**src/clk_gate_defines.svh**
```systemverilog
`ifndef CLK_GATE_DEFINES_SVH
`define CLK_GATE_DEFINES_SVH
// ****************************************
// register offsets
// ****************************************
`define OFS_SYS_EN 8'h00
`define OFS_SYS_DIS 8'h04
`define OFS_SYS_ST 8'h08
`define OFS_PER_EN 8'h10
`define OFS_PER_DIS 8'h14
`define OFS_PER_ST 8'h18
`define OFS_OSC 8'h20
`define OFS_FREQ 8'h24
`define OFS_PLL 8'h28
`define OFS_MCK 8'h30
`define OFS_PCK0 8'h40
`define OFS_PCK1 8'h44
`define OFS_IRQ_EN 8'h60
`define OFS_IRQ_DIS 8'h64
`define OFS_STATUS 8'h68
`define OFS_IRQ_MASK 8'h6C
`define OFS_FSTART 8'h70
`define OFS_IRQ_CLR 8'h78
// ****************************************
// fields and reset values
// ****************************************
`define PROC_BIT 0
`define PROG_LO 8
`define PROG_HI 10
`define PROG_MASK 32'h0000_0700
`define PROC_MASK 32'h0000_0001
`define OSC_KEY_LO 16
`define OSC_KEY_HI 23
`define OSC_KEY 8'h37
`define OSC_SEL_BIT 24
`define OSC_EN_BIT 0
`define MCK_FIELD_MASK 32'h0000_001F
`define MCK_RDY_BIT 3
`define PLL_RST 32'h0000_3F00
`define MCK_RST 32'h0000_0001
`define SYS_ST_RST 32'h0000_0001
`define STATUS_MASK 32'h0000_0708
`define RDY_CYCLES 4'h8
`endif

```
**src/clk_gate_pkg.sv**
```systemverilog
package clk_gate_pkg;
  typedef enum logic [1:0] {
    MCK_READY = 2'b00,
    MCK_SWITCH = 2'b01
  } mck_state_t;
  typedef logic [31:0] word_t;
endpackage

```
**src/clock_gating_register_interface.sv**
```systemverilog
`timescale 1ns/1ps
`include "clk_gate_defines.svh"
module clock_gating_register_interface import clk_gate_pkg::*; #(
  parameter logic [31:0] PERIPH_IMPL = 32'hFFFF_FFFC
) (
  input wire logic pclk,
  input wire logic presetn,
  input wire logic psel,
  input wire logic penable,
  input wire logic pwrite,
  input wire logic [7:0] paddr,
  input wire logic [31:0] pwdata,
  output logic [31:0] prdata,
  output logic pready,
  output logic pslverr,
  output logic processor_clock_on,
  output logic [2:0] prog_clock_on,
  output logic [31:0] periph_clock_on,
  output logic fast_rc_enable,
  output logic main_source_select,
  output logic irq
);
  initial begin
    if (PERIPH_IMPL[1:0] != 2'b00)
      $error("peripheral ids 0 and 1 cannot be implemented");
  end
  // ****************************************
  // bus decode
  // ****************************************
  wire wr = psel && penable && pwrite;
  wire rd_setup = psel && !penable && !pwrite;
  wire w_sys_en = wr && paddr == `OFS_SYS_EN;
  wire w_sys_dis = wr && paddr == `OFS_SYS_DIS;
  wire w_per_en = wr && paddr == `OFS_PER_EN;
  wire w_per_dis = wr && paddr == `OFS_PER_DIS;
  wire w_osc = wr && paddr == `OFS_OSC &&
    pwdata[`OSC_KEY_HI:`OSC_KEY_LO] == `OSC_KEY;
  wire w_pll = wr && paddr == `OFS_PLL;
  wire w_mck = wr && paddr == `OFS_MCK;
  wire w_pck0 = wr && paddr == `OFS_PCK0;
  wire w_pck1 = wr && paddr == `OFS_PCK1;
  wire w_ien = wr && paddr == `OFS_IRQ_EN;
  wire w_idis = wr && paddr == `OFS_IRQ_DIS;
  wire w_iclr = wr && paddr == `OFS_IRQ_CLR;
  wire w_fst = wr && paddr == `OFS_FSTART;
  // ****************************************
  // state registers
  // ****************************************
  word_t sys_r, sys_nxt, per_r, per_nxt, osc_r, pll_r, mck_r, pck0_r, pck1_r;
  word_t imask_r, fst_r, sticky_r, sticky_nxt, status_w, rdata_nxt;
  mck_state_t mck_st_r, mck_st_nxt;
  logic [3:0] cnt_r, cnt_nxt;
  logic [2:0] prog_rdy_r;
  function automatic word_t set_clr(word_t cur, word_t s, word_t c,
                                    word_t m);
    set_clr = (cur | (s & m)) & ~(c & m);
  endfunction
  assign sys_nxt = set_clr(sys_r, w_sys_en ? pwdata : '0,
    w_sys_dis ? pwdata : '0, `PROG_MASK) &
    ~((w_sys_dis ? pwdata : '0) & `PROC_MASK);
  assign per_nxt = set_clr(per_r, w_per_en ? pwdata : '0,
    w_per_dis ? pwdata : '0, PERIPH_IMPL);
  wire mck_change = w_mck && ((pwdata ^ mck_r) & `MCK_FIELD_MASK) != '0;
  always_comb begin
    mck_st_nxt = mck_st_r;
    cnt_nxt = cnt_r;
    case (mck_st_r)
      MCK_READY: begin
        if (mck_change) begin
          mck_st_nxt = MCK_SWITCH;
          cnt_nxt = `RDY_CYCLES;
        end
      end
      MCK_SWITCH: begin
        if (mck_change)
          cnt_nxt = `RDY_CYCLES;
        else if (cnt_r == 4'h1)
          mck_st_nxt = MCK_READY;
        else
          cnt_nxt = cnt_r - 4'h1;
      end
      default: mck_st_nxt = MCK_READY;
    endcase
  end
  wire mck_rdy = mck_st_r == MCK_READY;
  assign status_w = {21'h0, prog_rdy_r, 4'h0, mck_rdy, 3'h0};
  // set wins over clear
  assign sticky_nxt = (sticky_r & ~(w_iclr ? pwdata : '0)) |
    ({21'h0, sys_r[`PROG_HI:`PROG_LO] & ~prog_rdy_r, 8'h0}) |
    ({28'h0, mck_st_r == MCK_SWITCH && mck_st_nxt == MCK_READY, 3'h0});
  always_comb begin
    rdata_nxt = '0;
    if (paddr == `OFS_SYS_ST) rdata_nxt = sys_r;
    else if (paddr == `OFS_PER_ST) rdata_nxt = per_r;
    else if (paddr == `OFS_OSC) rdata_nxt = osc_r;
    else if (paddr == `OFS_PLL) rdata_nxt = pll_r;
    else if (paddr == `OFS_MCK) rdata_nxt = mck_r;
    else if (paddr == `OFS_PCK0) rdata_nxt = pck0_r;
    else if (paddr == `OFS_PCK1) rdata_nxt = pck1_r;
    else if (paddr == `OFS_STATUS) rdata_nxt = status_w;
    else if (paddr == `OFS_IRQ_MASK) rdata_nxt = imask_r;
    else if (paddr == `OFS_FSTART) rdata_nxt = fst_r;
    else if (paddr == `OFS_IRQ_CLR) rdata_nxt = sticky_r;
  end
  always_ff @(posedge pclk or negedge presetn) begin
    if (!presetn) begin
      sys_r <= `SYS_ST_RST;
      per_r <= '0;
      osc_r <= 32'h0000_0001;
      pll_r <= `PLL_RST;
      mck_r <= `MCK_RST;
      pck0_r <= '0;
      pck1_r <= '0;
      imask_r <= '0;
      fst_r <= '0;
      sticky_r <= '0;
      mck_st_r <= MCK_READY;
      cnt_r <= 4'h0;
      prog_rdy_r <= 3'h0;
    end else begin
      sys_r <= sys_nxt;
      per_r <= per_nxt;
      if (w_osc)
        osc_r <= pwdata & 32'h0100_0001;
      if (w_pll) pll_r <= pwdata;
      if (w_mck) mck_r <= pwdata & `MCK_FIELD_MASK;
      if (w_pck0) pck0_r <= pwdata & `MCK_FIELD_MASK;
      if (w_pck1) pck1_r <= pwdata & `MCK_FIELD_MASK;
      if (w_fst) fst_r <= pwdata;
      imask_r <= (imask_r | (w_ien ? pwdata & `STATUS_MASK : '0)) &
        ~(w_idis ? pwdata : '0);
      sticky_r <= sticky_nxt & `STATUS_MASK;
      mck_st_r <= mck_st_nxt;
      cnt_r <= cnt_nxt;
      prog_rdy_r <= sys_r[`PROG_HI:`PROG_LO];
    end
  end
  // ****************************************
  // outputs
  // ****************************************
  always_ff @(posedge pclk or negedge presetn) begin
    if (!presetn) begin
      prdata <= '0;
      pready <= 1'b0;
      pslverr <= 1'b0;
      processor_clock_on <= 1'b1;
      prog_clock_on <= 3'h0;
      periph_clock_on <= '0;
      fast_rc_enable <= 1'b1;
      main_source_select <= 1'b0;
      irq <= 1'b0;
    end else begin
      if (rd_setup) prdata <= rdata_nxt;
      pready <= psel && !penable;
      pslverr <= 1'b0;
      processor_clock_on <= sys_nxt[`PROC_BIT];
      prog_clock_on <= sys_nxt[`PROG_HI:`PROG_LO];
      periph_clock_on <= per_nxt;
      fast_rc_enable <= osc_r[`OSC_EN_BIT];
      main_source_select <= osc_r[`OSC_SEL_BIT];
      irq <= (sticky_nxt & imask_r & `STATUS_MASK) != '0;
    end
  end
  // ****************************************
  // assertions
  // ****************************************
  AST_PROG_ON: assert property (@(posedge pclk) disable iff (!presetn)
    w_sys_en && pwdata[8] |=> sys_r[8])
    else $error("prog clock enable lost");
  AST_PROG_OFF: assert property (@(posedge pclk) disable iff (!presetn)
    w_sys_dis && pwdata[9] |=> !sys_r[9])
    else $error("prog clock disable lost");
  AST_IDLE: assert property (@(posedge pclk) disable iff (!presetn)
    w_sys_dis && pwdata[0] |=> !sys_r[0] ##1 !processor_clock_on)
    else $error("processor clock not stopped");
  AST_PROC_HOLD: assert property (@(posedge pclk) disable iff (!presetn)
    !(w_sys_dis && pwdata[0]) && !sys_r[0] |=> !sys_r[0])
    else $error("processor clock restarted");
  AST_PER_ON: assert property (@(posedge pclk) disable iff (!presetn)
    w_per_en && pwdata[5] && !w_per_dis |=> per_r[5] ##1 periph_clock_on[5])
    else $error("peripheral enable lost");
  AST_PER_OFF: assert property (@(posedge pclk) disable iff (!presetn)
    w_per_dis && pwdata[7] |=> !per_r[7])
    else $error("peripheral disable lost");
  AST_PER_LOW: assert property (@(posedge pclk) disable iff (!presetn)
    per_r[1:0] == 2'b00)
    else $error("unimplemented peripheral bit set");
  AST_KEY: assert property (@(posedge pclk) disable iff (!presetn)
    wr && paddr == `OFS_OSC && pwdata[23:16] != 8'h37 |=> $stable(osc_r))
    else $error("bad key write accepted");
  AST_MCK: assert property (@(posedge pclk) disable iff (!presetn)
    mck_change |=> !mck_rdy [*8] ##1 mck_rdy)
    else $error("master ready timing wrong");
  COV_IDLE: cover property (@(posedge pclk) w_sys_dis && pwdata[0]);
  COV_KEY: cover property (@(posedge pclk) w_osc);
  COV_IRQ: cover property (@(posedge pclk) irq);
  COV_MCK: cover property (@(posedge pclk) mck_change);
  COV_PER: cover property (@(posedge pclk) w_per_dis);
endmodule

```
**config.mk**
```make
export PLATFORM = sky130hd
export DESIGN_NAME = clock_gating_register_interface
export DESIGN_NICKNAME = d
export VERILOG_FILES = /design/src/clk_gate_pkg.sv /design/src/clock_gating_register_interface.sv
export VERILOG_INCLUDE_DIRS = /design/src
export SDC_FILE = /design/constraint.sdc
export NUM_CORES = 1
export LEC_CHECK = 0
export ABC_AREA = 1
export BUFFER_PORTS_ARGS = -buffer_cell sky130_fd_sc_hd__buf_2
export CORE_UTILIZATION = 45
export CTS_BUF_LIST = sky130_fd_sc_hd__clkbuf_16
export CTS_CLUSTER_DIAMETER = 60
export DETAILED_ROUTE_END_ITERATION = 12
export GPL_ROUTABILITY_DRIVEN = 0
export PLACE_DENSITY = 0.77
export SLEW_MARGIN = 20
export SYNTH_ARGS = -nofsm -noshare
export SYNTH_HDL_FRONTEND = slang
export SYNTH_SLANG_ARGS = --single-unit
export TNS_END_PERCENT = 20
```
**constraint.sdc**
```tcl
create_clock -name pclk -period 2.6 [get_ports pclk]
set_clock_uncertainty 0.1 [all_clocks]
set_input_delay 0.26 -clock pclk [delete_from_list [all_inputs] [get_ports pclk]]
set_output_delay 0.26 -clock pclk [all_outputs]
set_load 0.02 [all_outputs]
```
Word-level counts from Yosys, hierarchy flattened. Index checks and enable logic that the tools add are counted.

Equality and inequality tests: 21. Add/sub/neg operators: 1. Bitwise gates (word level): 19. Muxes and demuxes: 26. Reduce and logical (&&, ||, !) cells: 29.

Operator list (count): $mux 32 (13); $and 32x32->32 (4); $eq 8x7->1 const B (8); $not 32->32 (2); $or 32x11->32 (2); $reduce_bool 32->1 (2); $mux 11 (5); $eq 8x6->1 const B (4); $not 1->32 (1); $not 11->32 (1); $or 32x32->32 (1); $eq 8x5->1 const B (3); $and 11x11->11 (2); $logic_and 1x1->1 (20); $mux 4 (3); $not 11->11 (1); $or 11x11->11 (1); $or 11x4->11 (1); $eq 8x3->1 const B (1); $eq 8x4->1 const B (1); $logic_not 8->1 (1); $pmux 4 s2 (1); $mux 2 (3); $xor 5x5->5 (1); 12 further kinds (14).

Word-level logic and storage cells: 116. Bits of input ports: 45. Flip-flop bits (word level): 230.

Depth between registers and ports, before layout.
Depth in word-level cells: 12. Gate-level depth with buffers: 12.

Least setup slack after synthesis. Ideal clock, no wire load.

Path type: input to register. Start: in paddr[7]. End: reg pll_r[5]. Stages on the path: 7. Data required time: 2.370 ns. Data arrival time: 1.261 ns. Setup slack: 1.108 ns. Setup time: 0.130 ns. Path through: nor2_2 -> nand3_1 -> nor2_4 -> nand2_1 -> clkbuf_1 -> nand2_1 -> o21ai_0.

Word-level cells in the longest chain between the ends: 2.

RTL lines: start: declaration (RTL line clock_gating_register_interface.sv:11) `input wire logic [7:0] paddr,`; $eq 8x6->1 (no line); $logic_and 1x1->1 (no line); end signal: assignment (RTL line clock_gating_register_interface.sv:110) `` pll_r <= `PLL_RST; ``; end signal: assignment (RTL line clock_gating_register_interface.sv:125) `if (w_pll) pll_r <= pwdata;`; end: declaration (RTL line clock_gating_register_interface.sv:49) `word_t sys_r, sys_nxt, per_r, per_nxt, osc_r, pll_r, mck_r, pck0_r, pck1_r;`.

Every way passes these cells. A chain may end at the register's enable or synchronous reset.

Worst setup path after layout.
Start: in penable. End: reg fst_r[4].

Word-level cells in the longest chain between the ends: 3.

RTL lines: start: declaration (RTL line clock_gating_register_interface.sv:9) `input wire logic penable,`; $logic_and 1x1->1 (2 in series) (RTL line clock_gating_register_interface.sv:30) `wire wr = psel && penable && pwrite;`; $logic_and 1x1->1 (no line); end signal: assignment (RTL line clock_gating_register_interface.sv:129) `if (w_fst) fst_r <= pwdata;`; end: declaration (RTL line clock_gating_register_interface.sv:50) `word_t imask_r, fst_r, sticky_r, sticky_nxt, status_w, rdata_nxt;`.

Every way passes these cells.

==> flow_metrics.py <==
metrics = {
    "synth": {
        "synth-simple-area-share_pct": 20.0,
        "synth_top_family_by_area": "simple AND/OR/NAND/NOR gates",
        "ys_ff_latch": 196,
        "synth_edf_count": 0,
        "synth_adder_area_share_pct": 0.289,
        "synth_top_flop_cell": "dfrtp_1",
        "synth.distinct_cells": 35,
        "synth_xor_area_share_pct": 0.405,
        "syn_inst": 1022,
        "synth_compound_area_share_pct": 14.3,
        "async_flop_share_pct": 100,
        "synth_warnings": 0,
        "seq_area_frac_synth_pct": 56.8,
        "postSynthAreaPerCell_um2": 8.47,
        "muxShareOfSynthArea_pct": 0,
        "syn_area_um2": 8650,
    },
    "detailed_routing": {
        "drt-initial-drc-count": 630,
        "antenna_left": 0,
        "via_per_inst": 5.25,
        "wire_per_inst_um": 15.7,
        "firstDrtPassIters": 5,
        "num_vias": 7273,
        "drt-total-wl_um": 21800,
        "drc_errors": 0,
    },
    "timing": {
        "maxSlewViolCount": 0,
        "rsz0062_at_grt": "false",
        "timing.final.crit_period_ps": 2090,
        "min_period_over_period_pct": 80.2,
        "tightest_slew_ps": 702,
        "max_freq_ghz": 0.479,
        "hold_violations": 0,
        "maxSlewHeadroom_pct": 53.2,
        "setup_viol": 0,
        "finalSetupTns_ps": 0,
    },
    "grt": {
        "grt_pass1_vias": 6854,
        "antenna_found_initial": 0,
        "grtUsageTotal_pct": 23.2,
        "grt_pass1_wl_um": 35600,
        "overflow": 0,
        "grt_max_degree": 82,
    },
    "power_and_ir_drop": {
        "power_switching_mw": 1.37,
        "p_int_mw": 4.77,
        "power_density_nw_per_um2": 603,
        "pwr-share-comb_pct": 5.2,
        "swShare_pct": 22.3,
        "worst_ir_drop_vdd_v": 0.000525,
        "p_seq_share_pct": 50.9,
        "power_mw": 6.14,
        "pwr-share-clk_pct": 44.0,
        "total_leakage_power_nw": 5.62,
    },
    "run_status": {
        "status": "complete, no violations",
    },
    "floorplan": {
        "die_h_um": 141,
        "dieArea_um2": 19800,
        "start_util_pct": 46.1,
        "fp-row-count": 50,
        "coreArea_um2": 18800,
        "die_x_um": 141,
        "io_pins": 118,
    },
    "clock_network": {
        "cts_resized": 0,
        "cts_buffers": 17,
        "clk_path_buf_depth": 2,
        "ctsHtreeMaxLevel": 4,
        "cts_setup_buffers": 0,
        "cts.clk_slew.worst_paths_ps": 70,
        "clockRootBuffer": "clkbuf_16",
        "cts_hold_buf": 4,
        "cts_tree": "yes",
        "cts_num_sinks": 196,
        "clock_latency_ps": 440,
    },
    "layout": {
        "post-route-util_pct": 54.3,
        "layout_commonest_cell": "nand2_1",
        "fill_cells": 1726,
        "diodes": 0,
        "drive_above_1_share_pct": 17.4,
        "final_cell_mix": "261 x nand2_1, 186 x dfrtp_1, 145 x o21ai_0, 136 x inv_1, 113 x buf_2",
        "nets": 1186,
        "area_growth_pct": 17.8,
    },
    "critical_path": {
        "critPathCaptureType": "register",
        "reg2reg_to": "irq",
        "cp_max_fo": 64,
        "worstPathArrival_ps": 2280,
        "path_class": "in2reg",
        "rr_worst_depth": 8,
        "r2r_slack_ps": 1040,
        "crit_required_ps": 2790,
        "r2r-start": "mck_r[0]",
        "crit_path_start_kind": "input port",
    },
    "placement": {
        "hpwl_um": 14500,
        "port_buffers": 114,
    },
    "worst_hold_path": {
        "hold_path_depth": 3,
        "hold_start": "pwdata[7]",
        "hold_path.class": "in2reg",
        "whs_endpoint": "fst_r[7]",
    },
    "job": {
        "drv_cap": 0,
    },
}
-- cell usage after synthesis (4+ instances only) --
cell	instances	share of area (%)
dfrtp_1	186	54
a21oi_1	42	2.4
clkbuf_1	20	0.87
o22ai_1	33	2.4
o21ai_1	7	0.40
a22oi_1	4	0.35
nand2_1	263	11
inv_2	4	0.17
nor2_1	52	2.3
dfstp_2	10	3.0
nor2_2	7	0.51
inv_1	133	5.8
nand3_1	55	3.2
nor2_4	5	0.65
or2_2	6	0.43
nand4_1	6	0.43
buf_2	17	0.98
o21ai_0	145	8.4
-- cell type report --
cell class              instances  area, µm²  share of cell area (%)
multi-input cells             651       3050                    29.9
inverters                     137        514                    5.05
flip-flops and latches        196       4920                    48.3
clock buffers                  17        425                    4.17
repair buffers                136        817                    8.02
well taps                     234        293                    2.87
clock inverters                14        171                    1.68
-- cells by family (layout without fill, tap and decap cells) --
kind of cell,count (synthesis),in the layout
AOI/OAI and AO/OA,235,235
xor gates and xnor gates,4,4
adders and majority gates,2,2
buffers and inverters,178,304
DFF,196,196
other,1,4
and+or+nand+nor,406,406
-- worst max-delay path: stages --
cell	delay [ps]
dlygate4sd3_1	530
buf_2	140
nand3_1	210
inv_1	180
nand2_1	140
inv_2	80
nand2_2	50
buf_4	470
o21ai_0	180
-- state kept, by name, summed over array words and instances (netlist names), 4 cells and up --
name / flops
cnt_r: 4
prdata: 32
mck_r: 5
periph_clock_on: 30
pll_r: 32
imask_r: 32
pck0_r: 5
fst_r: 32
sticky_r: 4
pck1_r: 5
-- metrics by stage --
| step | area [µm²] | setup WS [ps] | hold slack (ps) | instances |
|---|---|---|---|---|
| after floorplan | 8660 | 1110 | -136 | 1025 |
| after global placement | 9550 | 637 | 264 | 1350 |
| after detailed placement | 9550 | 601 | 268 | 1350 |
| after CTS | 10200 | 538 | 35.8 | 1385 |
| after global routing | 10200 | 381 | 63.5 | 1385 |
| final | 10200 | 514 | 49.0 | 1385 |
-- power by group through the flow --
stage          Clock [mW]  Sequential, mW  Combinational, mW
5_1_grt              2.85            3.13              0.360
3_3_place_gp            0            3.18              0.312
3_5_place_dp            0            3.18              0.317
2_1_floorplan           0            3.19              0.132
4_1_cts              2.73            3.12              0.323
6_report             2.70            3.12              0.318
-- per-layer routing --
metal,global-route usage [%],vias to the layer above,share of wire [%]
met5,0,-,0
met4,6.29,0,1.6
met3,4.82,28,5.7
met2,35.8,248,45
met1,33.2,3485,47
li1,-,3512,-
-- worst max path at each step --
stage                        start          to  slack, ps  cells after the start
final                      penable    fst_r[4]        510                      9
after global routing       penable   fst_r[29]        380                     10
after global placement    paddr[7]  prdata[10]        640                     13
after floorplan           paddr[7]    pll_r[5]       1110                      7
after detailed placement  paddr[7]  prdata[10]        600                     13
after CTS                  penable    fst_r[6]        540                      9
Power figures use the tool's default switching activity.
